### src/tec_map.vh
// Purpose: Register map and field constants for the timer/event counter block
// Assumes: APB byte addresses, one 32-bit word per register
// Notes: Definitions only
`ifndef TEC_MAP_VH
`define TEC_MAP_VH

`define TEC_OFF_CTRL0 12'h000
`define TEC_OFF_CTRL1 12'h004
`define TEC_OFF_CTRL2 12'h008
`define TEC_OFF_CTRL3 12'h00c
`define TEC_OFF_CNT0 12'h010
`define TEC_OFF_CNT1 12'h014
`define TEC_OFF_CNT2 12'h018
`define TEC_OFF_CNT3 12'h01c
`define TEC_OFF_IRQ_STAT 12'h020
`define TEC_OFF_IRQ_EN 12'h024
`define TEC_OFF_IRQ_CLR 12'h028

`define TEC_MODE_HI 7
`define TEC_MODE_LO 6
`define TEC_CLK_SRC_BIT 5
`define TEC_RUN_BIT 4
`define TEC_EDGE_BIT 3
`define TEC_PSC_HI 2
`define TEC_PSC_LO 0

`define TEC_MODE_NONE 2'h0
`define TEC_MODE_EVENT 2'h1
`define TEC_MODE_TIMER 2'h2
`define TEC_MODE_PULSE 2'h3

`define TEC_CTRL_RST 8'h08
`define TEC_CTRL8_MASK 8'hdf
`define TEC_CTRL16_MASK 8'hf8
`define TEC_WIDE_DIV 2'h3

`endif

### src/tec_unit.v
// Purpose: One count-up timer/event counter unit with preload and reload
// Assumes: Pin and tick inputs synchronous to pclk
// Notes: Width is 8 or 16
`timescale 1ns/1ps
`include "tec_map.vh"

module tec_unit #(
	parameter WIDTH = 8
) (
	input wire pclk,
	input wire presetn,
	input wire [1:0] mode,
	input wire run,
	input wire edge_sel,
	input wire int_tick,
	input wire pin,
	input wire load,
	input wire [WIDTH-1:0] load_data,
	output reg [WIDTH-1:0] count_reg,
	output wire run_clear,
	output reg ovf_reg
);
	reg pin_d_reg;
	reg active_reg;
	wire rise;
	wire fall;
	wire step;
	wire pulse_start;
	wire pulse_end;
	reg [WIDTH-1:0] preload_reg;

	assign rise = pin & ~pin_d_reg;
	assign fall = ~pin & pin_d_reg;
	// Pulse mode waits for its start edge, ends at the return edge
	assign pulse_start = run && mode == `TEC_MODE_PULSE && !active_reg && (edge_sel ? rise : fall);
	assign pulse_end = run && mode == `TEC_MODE_PULSE && active_reg && (edge_sel ? fall : rise);
	assign run_clear = pulse_end;
	assign step = run && (
		(mode == `TEC_MODE_EVENT && (edge_sel ? fall : rise)) ||
		(mode == `TEC_MODE_TIMER && int_tick) ||
		(mode == `TEC_MODE_PULSE && active_reg && !pulse_end && int_tick));

	always @(posedge pclk or negedge presetn) begin
		if (!presetn) begin
			pin_d_reg <= 1'b0;
			active_reg <= 1'b0;
			preload_reg <= {WIDTH{1'b0}};
			count_reg <= {WIDTH{1'b0}};
			ovf_reg <= 1'b0;
		end else begin
			pin_d_reg <= pin;
			ovf_reg <= 1'b0;
			if (!run || mode != `TEC_MODE_PULSE || pulse_end)
				active_reg <= 1'b0;
			else if (pulse_start)
				active_reg <= 1'b1;
			if (load) begin
				preload_reg <= load_data;
				count_reg <= load_data;
			end else if (step) begin
				if (&count_reg) begin
					count_reg <= preload_reg;
					ovf_reg <= 1'b1;
				end else begin
					count_reg <= count_reg + {{(WIDTH-1){1'b0}}, 1'b1};
				end
			end
		end
	end
endmodule // tec_unit

### src/tec_top.v
// Purpose: Four timer/event counters behind an APB slave with interrupt status
// Assumes: Event pins and sub clock tick synchronous to pclk
// Notes: Unmapped reads return zero, writes ignored, no error response
//
// Design decisions made here: the APB interface to the registers and the address map.
`timescale 1ns/1ps
`include "tec_map.vh"

// Summary of operation
// - Units 0, 2, 3 count 8 bits; unit 1 counts 16 bits.
// - Each unit runs as interval timer, event counter or pulse-width meter.
// - Software writes a start value; reads return the present count.
// - Timer and pulse-width modes count an internal clock tick.
// - 8-bit units divide the system clock by 1 to 128 via prescale field.
// - 16-bit unit uses system clock over four or sub clock, by bit 5.
// - Event mode adds one per selected pin transition.
// - Mode field 00 none, 01 event, 10 timer, 11 pulse width.
// - Bit 4 runs the counter when set, stops it when clear.
// - Event mode edge bit: 0 counts rising, 1 counts falling edges.
// - Pulse mode edge bit: 0 starts on falling, 1 on rising edge.
// - Overflow raises the unit interrupt, reloads the preload and continues.
// - Pulse mode waits for the active edge before counting.
// - Pulse mode clears run bit when the pin returns; later edges ignored.
// - Prescaler has no effect when counting external pin edges.
module tec_top (
	input wire pclk,
	input wire presetn,
	input wire psel,
	input wire penable,
	input wire pwrite,
	input wire [11:0] paddr,
	input wire [31:0] pwdata,
	output reg [31:0] prdata,
	output wire pready,
	output wire pslverr,
	input wire [3:0] ext_event_pin,
	input wire sub_clk_tick,
	output wire irq
);
	// Build option: nonzero lets the clock-select bit reach the sub clock
	parameter WIDE_SUB_CLK_OPT = 1;

	reg [7:0] ctrl_reg [0:3];
	reg [6:0] psc_reg;
	reg [1:0] wdiv_reg;
	reg [3:0] irq_stat_reg;
	reg [3:0] irq_en_reg;
	wire [3:0] tick;
	wire [3:0] run_clear;
	wire [3:0] ovf;
	wire [3:0] load;
	wire [7:0] cnt8 [0:3];
	wire [15:0] cnt16;
	wire wr;
	wire rd;
	wire [6:0] psc_next;
	integer i;

	assign wr = psel & penable & pwrite;
	assign rd = psel & penable & ~pwrite;
	assign pready = 1'b1;
	assign pslverr = 1'b0;
	assign psc_next = psc_reg + 7'h01;

	// Tick when every prescaler bit below the selected ratio is set
	function tick_sel;
		input [2:0] code;
		input [6:0] div;
		reg [7:0] ext;
		begin
			ext = {div, 1'b1};
			tick_sel = &(ext | ~((8'h01 << code) - 8'h01)) & 1'b1;
			if (code != 3'h0)
				tick_sel = &(ext[7:1] | ~((7'h01 << code) - 7'h01));
		end
	endfunction

	function [7:0] ctrl_mask;
		input [1:0] idx;
		begin
			ctrl_mask = (idx == 2'h1) ? `TEC_CTRL16_MASK : `TEC_CTRL8_MASK;
		end
	endfunction

	always @(posedge pclk or negedge presetn) begin
		if (!presetn) begin
			psc_reg <= 7'h00;
			wdiv_reg <= 2'h0;
		end else begin
			psc_reg <= psc_next;
			wdiv_reg <= wdiv_reg + 2'h1;
		end
	end

	// Wide unit clock: system clock over four, or sub clock when chosen
	assign tick[1] = (ctrl_reg[1][`TEC_CLK_SRC_BIT] && WIDE_SUB_CLK_OPT != 0) ?
		sub_clk_tick : (wdiv_reg == `TEC_WIDE_DIV);

	genvar g;
	generate
		for (g = 0; g < 4; g = g + 1) begin : g_unit
			assign load[g] = wr && paddr == (`TEC_OFF_CNT0 + 4 * g);
			if (g == 1) begin : g_wide
				tec_unit #(.WIDTH(16)) u_unit (
					.pclk(pclk),
					.presetn(presetn),
					.mode(ctrl_reg[g][`TEC_MODE_HI:`TEC_MODE_LO]),
					.run(ctrl_reg[g][`TEC_RUN_BIT]),
					.edge_sel(ctrl_reg[g][`TEC_EDGE_BIT]),
					.int_tick(tick[g]),
					.pin(ext_event_pin[g]),
					.load(load[g]),
					.load_data(pwdata[15:0]),
					.count_reg(cnt16),
					.run_clear(run_clear[g]),
					.ovf_reg(ovf[g])
				);
				assign cnt8[g] = 8'h00;
			end else begin : g_narrow
				assign tick[g] = tick_sel(ctrl_reg[g][`TEC_PSC_HI:`TEC_PSC_LO], psc_reg);
				tec_unit #(.WIDTH(8)) u_unit (
					.pclk(pclk),
					.presetn(presetn),
					.mode(ctrl_reg[g][`TEC_MODE_HI:`TEC_MODE_LO]),
					.run(ctrl_reg[g][`TEC_RUN_BIT]),
					.edge_sel(ctrl_reg[g][`TEC_EDGE_BIT]),
					.int_tick(tick[g]),
					.pin(ext_event_pin[g]),
					.load(load[g]),
					.load_data(pwdata[7:0]),
					.count_reg(cnt8[g]),
					.run_clear(run_clear[g]),
					.ovf_reg(ovf[g])
				);
			end
		end
	endgenerate

	always @(posedge pclk or negedge presetn) begin
		if (!presetn) begin
			for (i = 0; i < 4; i = i + 1)
				ctrl_reg[i] <= `TEC_CTRL_RST;
			irq_stat_reg <= 4'h0;
			irq_en_reg <= 4'h0;
		end else begin
			for (i = 0; i < 4; i = i + 1) begin
				if (wr && paddr == (`TEC_OFF_CTRL0 + 4 * i))
					ctrl_reg[i] <= pwdata[7:0] & ctrl_mask(i[1:0]);
				else if (run_clear[i])
					ctrl_reg[i][`TEC_RUN_BIT] <= 1'b0;
			end
			if (wr && paddr == `TEC_OFF_IRQ_EN)
				irq_en_reg <= pwdata[3:0];
			// Set wins over clear
			irq_stat_reg <= (irq_stat_reg & ~((wr && paddr == `TEC_OFF_IRQ_CLR) ?
				pwdata[3:0] : 4'h0)) | ovf;
		end
	end

	assign irq = |(irq_stat_reg & irq_en_reg);

	// Both bytes of the wide count come from the same register read
	always @* begin
		prdata = 32'h00000000;
		if (rd) begin
			case (paddr)
				`TEC_OFF_CTRL0: prdata = {24'h000000, ctrl_reg[0]};
				`TEC_OFF_CTRL1: prdata = {24'h000000, ctrl_reg[1]};
				`TEC_OFF_CTRL2: prdata = {24'h000000, ctrl_reg[2]};
				`TEC_OFF_CTRL3: prdata = {24'h000000, ctrl_reg[3]};
				`TEC_OFF_CNT0: prdata = {24'h000000, cnt8[0]};
				`TEC_OFF_CNT1: prdata = {16'h0000, cnt16};
				`TEC_OFF_CNT2: prdata = {24'h000000, cnt8[2]};
				`TEC_OFF_CNT3: prdata = {24'h000000, cnt8[3]};
				`TEC_OFF_IRQ_STAT: prdata = {28'h0000000, irq_stat_reg};
				`TEC_OFF_IRQ_EN: prdata = {28'h0000000, irq_en_reg};
				default: prdata = 32'h00000000;
			endcase
		end
	end
endmodule // tec_top

### config.mk
export PLATFORM = sky130hd
export DESIGN_NAME = tec_top
export DESIGN_NICKNAME = d
export VERILOG_FILES = /design/src/tec_unit.v /design/src/tec_top.v
export VERILOG_INCLUDE_DIRS = /design/src
export SDC_FILE = /design/constraint.sdc
export NUM_CORES = 1
export LEC_CHECK = 0
export ABC_AREA = 1
export BUFFER_PORTS_ARGS = -buffer_cell sky130_fd_sc_hd__buf_2
export CAP_MARGIN = 20
export CELL_PAD_IN_SITES_DETAIL_PLACEMENT = 1
export CELL_PAD_IN_SITES_GLOBAL_PLACEMENT = 1
export CORE_MARGIN = 2
export CORE_UTILIZATION = 24
export CTS_BUF_LIST = sky130_fd_sc_hd__clkbuf_4 sky130_fd_sc_hd__clkbuf_8 sky130_fd_sc_hd__clkbuf_16
export DETAILED_ROUTE_END_ITERATION = 16
export PLACE_DENSITY = 0.56
export REMOVE_ABC_BUFFERS = 1
export SYNTH_ARGS = -nofsm -noshare
export SYNTH_HDL_FRONTEND = slang
export SYNTH_SLANG_ARGS = --single-unit
### constraint.sdc
create_clock -name pclk -period 6.07 [get_ports pclk]
set_clock_uncertainty 0.1 [all_clocks]
set_input_delay 1.214 -clock pclk [delete_from_list [all_inputs] [get_ports pclk]]
set_output_delay 1.214 -clock pclk [all_outputs]
set_load 0.01 [all_outputs]
==> Word level (Yosys, flattened, before mapping) <==
Cells that the tools add are included.
{ "word_totals": {"register_bits": 135} }
{ "classes": {"n_bitwise": 36, "n_eq_ne": 27, "mux": 55, "add_sub_neg": 12, "n_reduce_logical": 109, "shifts": 6} }
{ "op_table": {"columns": ["op", "n"], "rows": [
  ["$pmux 16 s10", 1],
  ["$mux 8", 9],
  ["$logic_and 1x1->1", 54],
  ["$eq 12x5->1 const B", 4],
  ["$mux 16", 3],
  ["$reduce_and 8->1", 6],
  ["$mux 1", 40],
  ["$eq 12x6->1 const B", 3],
  ["$mux 32", 1],
  ["$add 8x1->8 const B", 3],
  ["$eq 12x4->1 const B", 2],
  ["$not 8->8", 3],
  ["$or 8x8->8", 3],
  ["$reduce_bool 2->1", 12],
  ["$shl 1x3->8 const A", 3],
  ["$sub 8x1->8 const B", 3],
  ["$not 7->7", 3],
  ["$or 7x7->7", 3],
  ["$reduce_and 7->1", 3],
  ["$shl 1x3->7 const A", 3],
  ["$sub 7x1->7 const B", 3],
  ["$eq 2x2->1 const B", 9],
  ["$add 16x1->16 const B", 1],
  ["$logic_or 1x1->1", 16],
  ["16 further kinds", 54]
]} }

==> Logic depth before layout (Yosys ltp) <==
Gate-level depths: netlist of the first run.
{ "depth": {"word_depth": 12, "mapped_depth": 16, "ltp_nobuf": 15} }

==> Modules after synthesis <==
Synthesis of the first run repeated with hierarchy kept, for this count alone.
{ "unflattened": {"hier_cells": 1202, "hier_area_um2": 8665.8} }
{ "by_module_without_submodules": {"columns": ["module", "cells_per_inst", "seq_area_each_um2", "area_each_um2", "n_inst"], "rows": [
  ["tec_unit at g_unit[0].g_narrow.u_unit ...", 152, 475.5, 1126.1, 3],
  ["tec_top", 444, 1081.0, 3165.5, 1],
  ["tec_unit at g_unit[1].g_wide.u_unit", 302, 875.8, 2122.0, 1]
]} }

==> Least setup slack after synthesis of the first run <==
Ideal clock, no wire load.
{ "synth_path": {"kind": "input -> output", "startpoint": "input paddr[11]", "endpoint": "output prdata[10]", "stages": 10, "slack_ns": 2.352, "t_arrival_ns": 2.404, "cell_sequence": "nor2_2 nand3_4 nor3_4 nand2_1 nand2_1 nor2_1 a21oi_4 inv_2 buf_12 nor2_4"} }
{ "synth_between": {"elab_chain_cells": 3, "elab_cells_between_ends": 12, "cone_classes": "eq/ne (9); mux (2); reduce/logical (1)"} }
{ "synth_rtl": {"columns": ["element", "line", "source"], "rows": [
  ["start: declaration", "tec_top.v:31", "input wire [11:0] paddr,"],
  ["$eq 12x6->1 (tied with other cells)", "tec_top.v:166", "case (paddr)"],
  ["$pmux 16 s10 (*)", "tec_top.v:166", null],
  ["$mux 32 (*)", "tec_top.v:165", "if (rd) begin"],
  ["end: declaration", "tec_top.v:33", "output reg [31:0] prdata,"]
]} }
Every way passes the cells marked *; elsewhere a longest branch is shown, timed or not.

==> Worst setup path after layout of the first run <==
{ "layout_path": {"startpoint": "input paddr[7]", "endpoint": "output prdata[7]"} }
The elaborated chain is that of the path after synthesis.

==> impl_results.md, run 1 <==
* Die Wd at 190 um
* YS warnings at 0
* Worst path cell trace: buf_2 -> nor2_2 -> nand3_1 -> nor2_2 -> nand2_1 -> nand2_1 -> nor2_1 -> a21oi_4 -> inv_2 -> nor2_1 -> buf_2
* Area Growth Syn to Fin at 15.8%
* Routability cong. at just over 0.8
* HPWL Detailed at 21.3 mm
* End of the worst hold path: wdiv_reg[0]$_DFF_PN0_
* Die area at around 36000 sq um
* Top cell type's share of synthesized area at 39.4%
* Die H at between 150 and 200 um
* Largest net degree at the start of global routing at 51
* PwrDens at 220 nW/um^2
* Diodes inserted at 0
* Ys flop type: dfrtp_1
* Hold Path Cell Cnt at 1
* Worst-Skew Late Latency at 450 ps
* Outcome: complete, no violations
* Slowest cell on crit path: nor2_1
* WHS at 337 ps
* Post-synthesis sequential area ratio at a little over 40%
* Max-slew headroom at 51.4%
* CTS H-tree lvls at 4
* Post_cts resized at 0
* Core Util, Final at 28.0%
* CTS Hold Bufs at 0
* Core area at between 30000 and 40000 sq um
* CTS buffer count at 17
* Worst reg2reg path endpoint: g_unit[2].g_narrow.u_unit.count_reg[5]$_DFFE_PN0P_
* Gr usage total at 16.6%
* Top cells by area, synth: dfrtp_1 (39%), nand2_1 (18%), o21ai_0 (7.2%)
* Overflow after GRT at 0
* Routed Antenna Nets at 0
* Placed Cells at 1680
* Reg2reg start: ctrl_reg[10]$_DFFE_PN0P_
* CP required at 4760 ps
* R2r setup slk at 3520 ps
* 1st-iter DRT viols at 406
* DRT Wirelength at 28.5 mm
* Count leader, synth: nand2_1
* Port bufs at between 50 and 60
* Critical path's largest stage delay at 290 ps
* Starting density of the core at 24.2%
* Residual DRC count at 0
* Sink Count at between 100 and 150
* Worst-Margin Slew at 727 ps
* Most frequent cells after synthesis: nand2_1 (393), inv_1 (142), dfrtp_1 (131)
* Vias per std cell at between 4 and 5
* Multi-input logic area at ~4200 sq um
* Syn Area/Cell at 6.99 sq um
* Final period util at between 70% and 80%
* Setup TNS at 0 ps
* Mapped Cells at approximately 1200
* Final Max Slew Viols at 0
* Share of layout cells above drive strength 1 at 11.4%
* #FFs+latches synth at 135
* Core Rows at slightly below 70
* Number of global-route vias before repair at 7960
* Synth cell types at 42
* Crit end category: output port
* Nets at about 1300
* Peak Freq at 220 MHz
* Final Hold Fails at 0
* Peak VDD IR at 203 uV
* Fillers at 4335
* Antenna violations before repair at 0
* Fraction of registers with async set/reset at 100%
* IO Count at slightly below 90
* Yosys top cell by area: dfrtp_1
* Maximum clock path buffer count at 2
* Mapped cell area at 8320 sq um
* Max_cap viols at 0
* First-pass GRT wire length at 45.6 mm
* CP Max Fanout at 12
* Clock Tree Root: clkbuf_16
* EDFF count, synth at 0
* Via count at 7822
* CP Launch Type: input port
* # setup viols final at 0
* CTS tree: done
* Clk slew on worst S/H paths at 70 ps
* Setup Fix Bufs, Post-CTS at 0
* Setup CP Type: input port to output port
* DR WL/cell at 16.7 um
* RSZ-0062 raised after global routing: no
* Initial DRT Pass Iterations at 4
* Max FFs per register at 26
* Storage cell area at roughly 3400 sq um
* Min cycle time layout at between 4000 and 5000 ps
* R2R cell count at 15
* Tot Pwr at ~0.0021 W
* Non-Filler Instances at 1712
* Lkg Pwr at 4.69 nW
* Worst min-delay path category: flip-flop to flip-flop
* HP Start: wdiv_reg[0]$_DFF_PN0_
* Worst Path Arrival at 3230 ps
## how the worst max path moves through the flow
stage	from	end	slack, ps	cells past startpoint
after CTS	paddr[7]	prdata[7]	1450	11
after global placement	paddr[7]	prdata[4]	1480	11
final	paddr[7]	prdata[7]	1520	11
after global routing	paddr[1]	prdata[7]	1280	13
after floorplan	paddr[11]	prdata[4]	2200	11
after detailed placement	paddr[7]	prdata[7]	1460	11
## layout by cell type (no fill, tap or decap), types with 4 or more instances in the layout
cell type,synthesis,routed
nand3_2,4,4
clkinv_4,0,4
xnor2_1,4,4
inv_1,142,142
nand2_1,393,393
dfrtp_1,131,131
o21bai_1,4,4
conb_1,2,18
buf_4,19,6
xor2_1,11,11
a21oi_1,16,16
nor3_1,18,18
clkbuf_16,0,17
nor2_2,8,8
nor2_4,12,12
o211ai_1,13,13
o21ai_0,119,119
o22ai_1,12,12
nand4_1,24,24
dfstp_2,4,4
nand2_2,8,8
nand3b_1,4,4
buf_2,12,53
nand3_1,96,96
inv_2,8,8
ha_1,8,8
nor2_1,90,90
## metrics by stage
| step | setup slack (ps) | instance area (sq um) |
|---|---|---|
| 2_1_floorplan | 2200 | 8120 |
| 3_3_place_gp | 1480 | 9010 |
| 3_5_place_dp | 1460 | 9010 |
| 4_1_cts | 1450 | 9630 |
| 5_1_grt | 1280 | 9630 |
| 6_report | 1520 | 9630 |
## layout make-up
| class | instances | area share [%] |
|---|---|---|
| Multi-Input combinational cell | 879 | 43.2 |
| Sequential cell | 135 | 35.1 |
| Tap cell | 455 | 5.91 |
| Inverter | 151 | 5.88 |
| Clock buffer | 20 | 4.78 |
| Timing Repair Buffer | 60 | 3.34 |
| Clock inverter | 12 | 1.73 |
## layer usage
layer	wire (um)	track usage [%]
met5	0	0
met4	483	5.04
met3	928	2.69
met2	13000	26.2
met1	14100	23.2
## logic make-up after synthesis
kind of cell / count (synthesis) / synth area share (%)
AOI/OAI and AO/OA: 172 / 11.3
xor gates and xnor gates: 15 / 1.58
adders and majority gates: 8 / 1.20
buffers and inverters: 192 / 9.99
DFF: 135 / 40.7
other: 2 / 0.0903
and+or+nand+nor: 666 / 35.1
## critical path, delay by kind of cell
kind / cells / cell delay [ps]
simple gates: 7 / 1270
compound gates: 1 / 210
buf+inv: 3 / 540
## report_power, final
part	leakage, nW	total [W]	switching, W	internal (W)
sequential	1.76	0.000905	0.00000270	0.000903
clock	0.301	0.00113	0.000452	0.000679
combinational	2.63	0.0000794	0.0000624	0.0000171
total	4.69	0.00212	0.000518	0.00160
Power figures use the tool's default switching activity.
==> run 2: changes to the inputs <==
--- a/config.mk
+++ b/config.mk
@@ -15,7 +15,7 @@
 export CORE_UTILIZATION = 24
 export CTS_BUF_LIST = sky130_fd_sc_hd__clkbuf_4 sky130_fd_sc_hd__clkbuf_8 sky130_fd_sc_hd__clkbuf_16
 export DETAILED_ROUTE_END_ITERATION = 16
-export PLACE_DENSITY = 0.56
+export PLACE_DENSITY = 0.58
 export REMOVE_ABC_BUFFERS = 1
 export SYNTH_ARGS = -nofsm -noshare
 export SYNTH_HDL_FRONTEND = slang
==> constraint.sdc (replaced) <==
create_clock -name pclk -period 3.7 [get_ports pclk]
set_clock_uncertainty 0.1 [all_clocks]
set_input_delay 0.74 -clock pclk [delete_from_list [all_inputs] [get_ports pclk]]
set_output_delay 0.74 -clock pclk [all_outputs]
set_load 0.01 [all_outputs]
==> run 2 against run 1 <==
Utilization is 0.14 points higher. Critical path depth increased by 3. Sequential share of layout area fell by 0.17 points. Design area grew 0.49%. Combinational power rose by 70%. Clock-buffer cell count rose by 1. Wire length increased by 1.5%. Global-route usage grew 0.17 points. Setup slack got worse by 1300 ps. Sequential cell count unchanged. Total power increased by 67%. Cell count up 0.18%. Largest power group unchanged. Highest routed layer unchanged.
==> impl_results.md, run 2 (same netlist as run 1, synthesis figures left out) <==
* Worst Path Arrival at 2640 ps (-590 ps)
* CTS Hold Bufs at 0 (unchanged)
* Core Rows at 68 (unchanged)
* Commonest non-fill, non-tap cell in the layout: nand2_1
* Share of layout cells above drive strength 1 at 11.6% (+0.21 points)
* Die H at 190 um (unchanged)
* PwrDens at 365 nW/um^2 (+66%)
* First-pass GRT wire length at 46.3 mm (+1.7%)
* Max_cap viols at 0 (unchanged)
* Largest net degree at the start of global routing at 54 (+5.9%)
* Die Wd at 190 um (unchanged)
* Max FFs per register at 26 (unchanged)
* Final Max Slew Viols at 0 (unchanged)
* Lkg Pwr at 4.71 nW (+0.56%)
* R2R cell count at 15 (unchanged)
* Sink Count at 135 (unchanged)
* Min cycle time layout at around 3500 ps
* Max-slew headroom at 56.9% (+5.5 points)
* Final period util at 94.2%
* Overflow after GRT at 0 (unchanged)
* Setup Fix Bufs, Post-CTS at 0 (unchanged)
* Routed Antenna Nets at 0 (unchanged)
* CTS H-tree lvls at 4 (unchanged)
* Starting density of the core at 24.2% (unchanged)
* DR WL/cell at 16.9 um (+1.4%)
* Setup TNS at 0 ps (unchanged)
* RSZ-0062 raised after global routing: no
* CP required at 2860 ps (-1900 ps)
* DP Worst Slack at 238 ps (-1220 ps)
* Setup CP Type: input port to output port
* Initial DRT Pass Iterations at 5 (+1)
* CP Max Fanout at 8 (-4)
* R2r setup slk at 1120 ps (-2400 ps)
* Vias per std cell at 4.58 (+0.32%)
* Worst min-delay path category: input port to async pin
* DRT Wirelength at 29.0 mm (+1.5%)
* Number of global-route vias before repair at 8046 (+1.1%)
* Peak Freq at approximately 290 MHz
* IO Count at 89 (unchanged)
* Routability cong. at 0.845 (+1.7%)
* Core area at 34400 sq um (unchanged)
* Via count at 7861 (+0.50%)
* CTS buffer count at 17 (unchanged)
* # setup viols final at 0 (unchanged)
* Final worst slack at 216 ps (-1310 ps)
* Clock Tree Root: clkbuf_16
* Maximum clock path buffer count at 2 (unchanged)
* Commonest non-fill, non-tap cells in the layout: nand2_1 (393), inv_1 (142), dfrtp_1 (131), o21ai_0 (119), nand3_1 (96)
* Peak VDD IR at 322 uV (+58%)
* Final Hold Fails at 0 (unchanged)
* Residual DRC count at 0 (unchanged)
* Post_cts resized at 0 (unchanged)
* Worst-Margin Slew at 641 ps (-85.9 ps)
* HPWL Detailed at 21.4 mm (+0.31%)
* Gr usage total at 16.8% (+0.17 points)
* Crit end category: output port
* Nets at 1309 (+0.23%)
* Area Growth Syn to Fin at 16.4%
* Outcome: complete, no violations
* Die area at 36200 sq um (unchanged)
* Worst-Skew Late Latency at 440 ps (about the same)
* Port bufs at 54 (unchanged)
* Clk slew on worst S/H paths at 70 ps (about the same)
* Antenna violations before repair at 0 (unchanged)
* Diodes inserted at 0 (unchanged)
* CTS tree: done
* CP Launch Type: input port
* 1st-iter DRT viols at 467 (+15%)
run 2: area by class of cell:
cell class	count	area (sq um)
clock buffers	21	468
repair buffers	63	357
flip-flops and latches	135	3380
well taps	455	569
multi-input cells	879	4170
fillers	4315	24700
inverters	151	567
clock inverters	11	171
run 2: report_power, final:
group	switching, W	internal [W]	leakage [nW]
clock	0.000734	0.00118	0.310
combinational	0.000106	0.0000295	2.64
sequential	0.00000428	0.00148	1.76
total	0.000844	0.00269	4.71
run 2: worst max-delay path, stage by stage:
cell and delay, ps:
buf_2 110, inv_1 50, nand2_1 40, nor2_1 220, nand2_1 180, nor2_1 190, nand2_1 160, nand2_1 90
nor2_1 70, a21oi_4 210, inv_2 120, buf_4 230, nor2_4 100, buf_2 130
run 2: final timing paths:
path                                          start                                                   end
setup / recovery                           paddr[1]                                            prdata[11]
hold / removal                              presetn  g_unit[3].g_narrow.u_unit.preload_reg[7]$_DFFE_PN0P_
max in group asynchronous                   presetn    g_unit[0].g_narrow.u_unit.count_reg[3]$_DFFE_PN0P_
hold reg to reg               wdiv_reg[0]$_DFF_PN0_                                 wdiv_reg[0]$_DFF_PN0_
setup reg to reg           ctrl_reg[10]$_DFFE_PN0P_    g_unit[2].g_narrow.u_unit.count_reg[4]$_DFFE_PN0P_
min in group pclk             wdiv_reg[0]$_DFF_PN0_                                 wdiv_reg[0]$_DFF_PN0_
run 2: through the flow:
| step | hold WS (ps) | utilization, % | area [sq um] | power, W | instances |
|---|---|---|---|---|---|
| floorplan | 301 | - | 8120 | 0.00155 | 1165 |
| global route | 208 | 28.2 | 9680 | 0.00366 | 1715 |
| detailed placement | 318 | 26.3 | 9040 | 0.00165 | 1683 |
| CTS | 185 | 28.2 | 9680 | 0.00359 | 1715 |
| finish | 181 | 28.2 | 9680 | 0.00354 | 1715 |
| global placement | 312 | 26.3 | 9040 | 0.00165 | 1683 |
run 2: layer usage:
| metal | share of wire, % | wire length, um | GRT usage (%) |
|---|---|---|---|
| met1 | 50 | 14500 | 23.5 |
| met2 | 46 | 13200 | 27.0 |
| met3 | 2.9 | 850 | 2.64 |
| met4 | 1.3 | 379 | 4.14 |
| met5 | 0 | 0 | 0 |
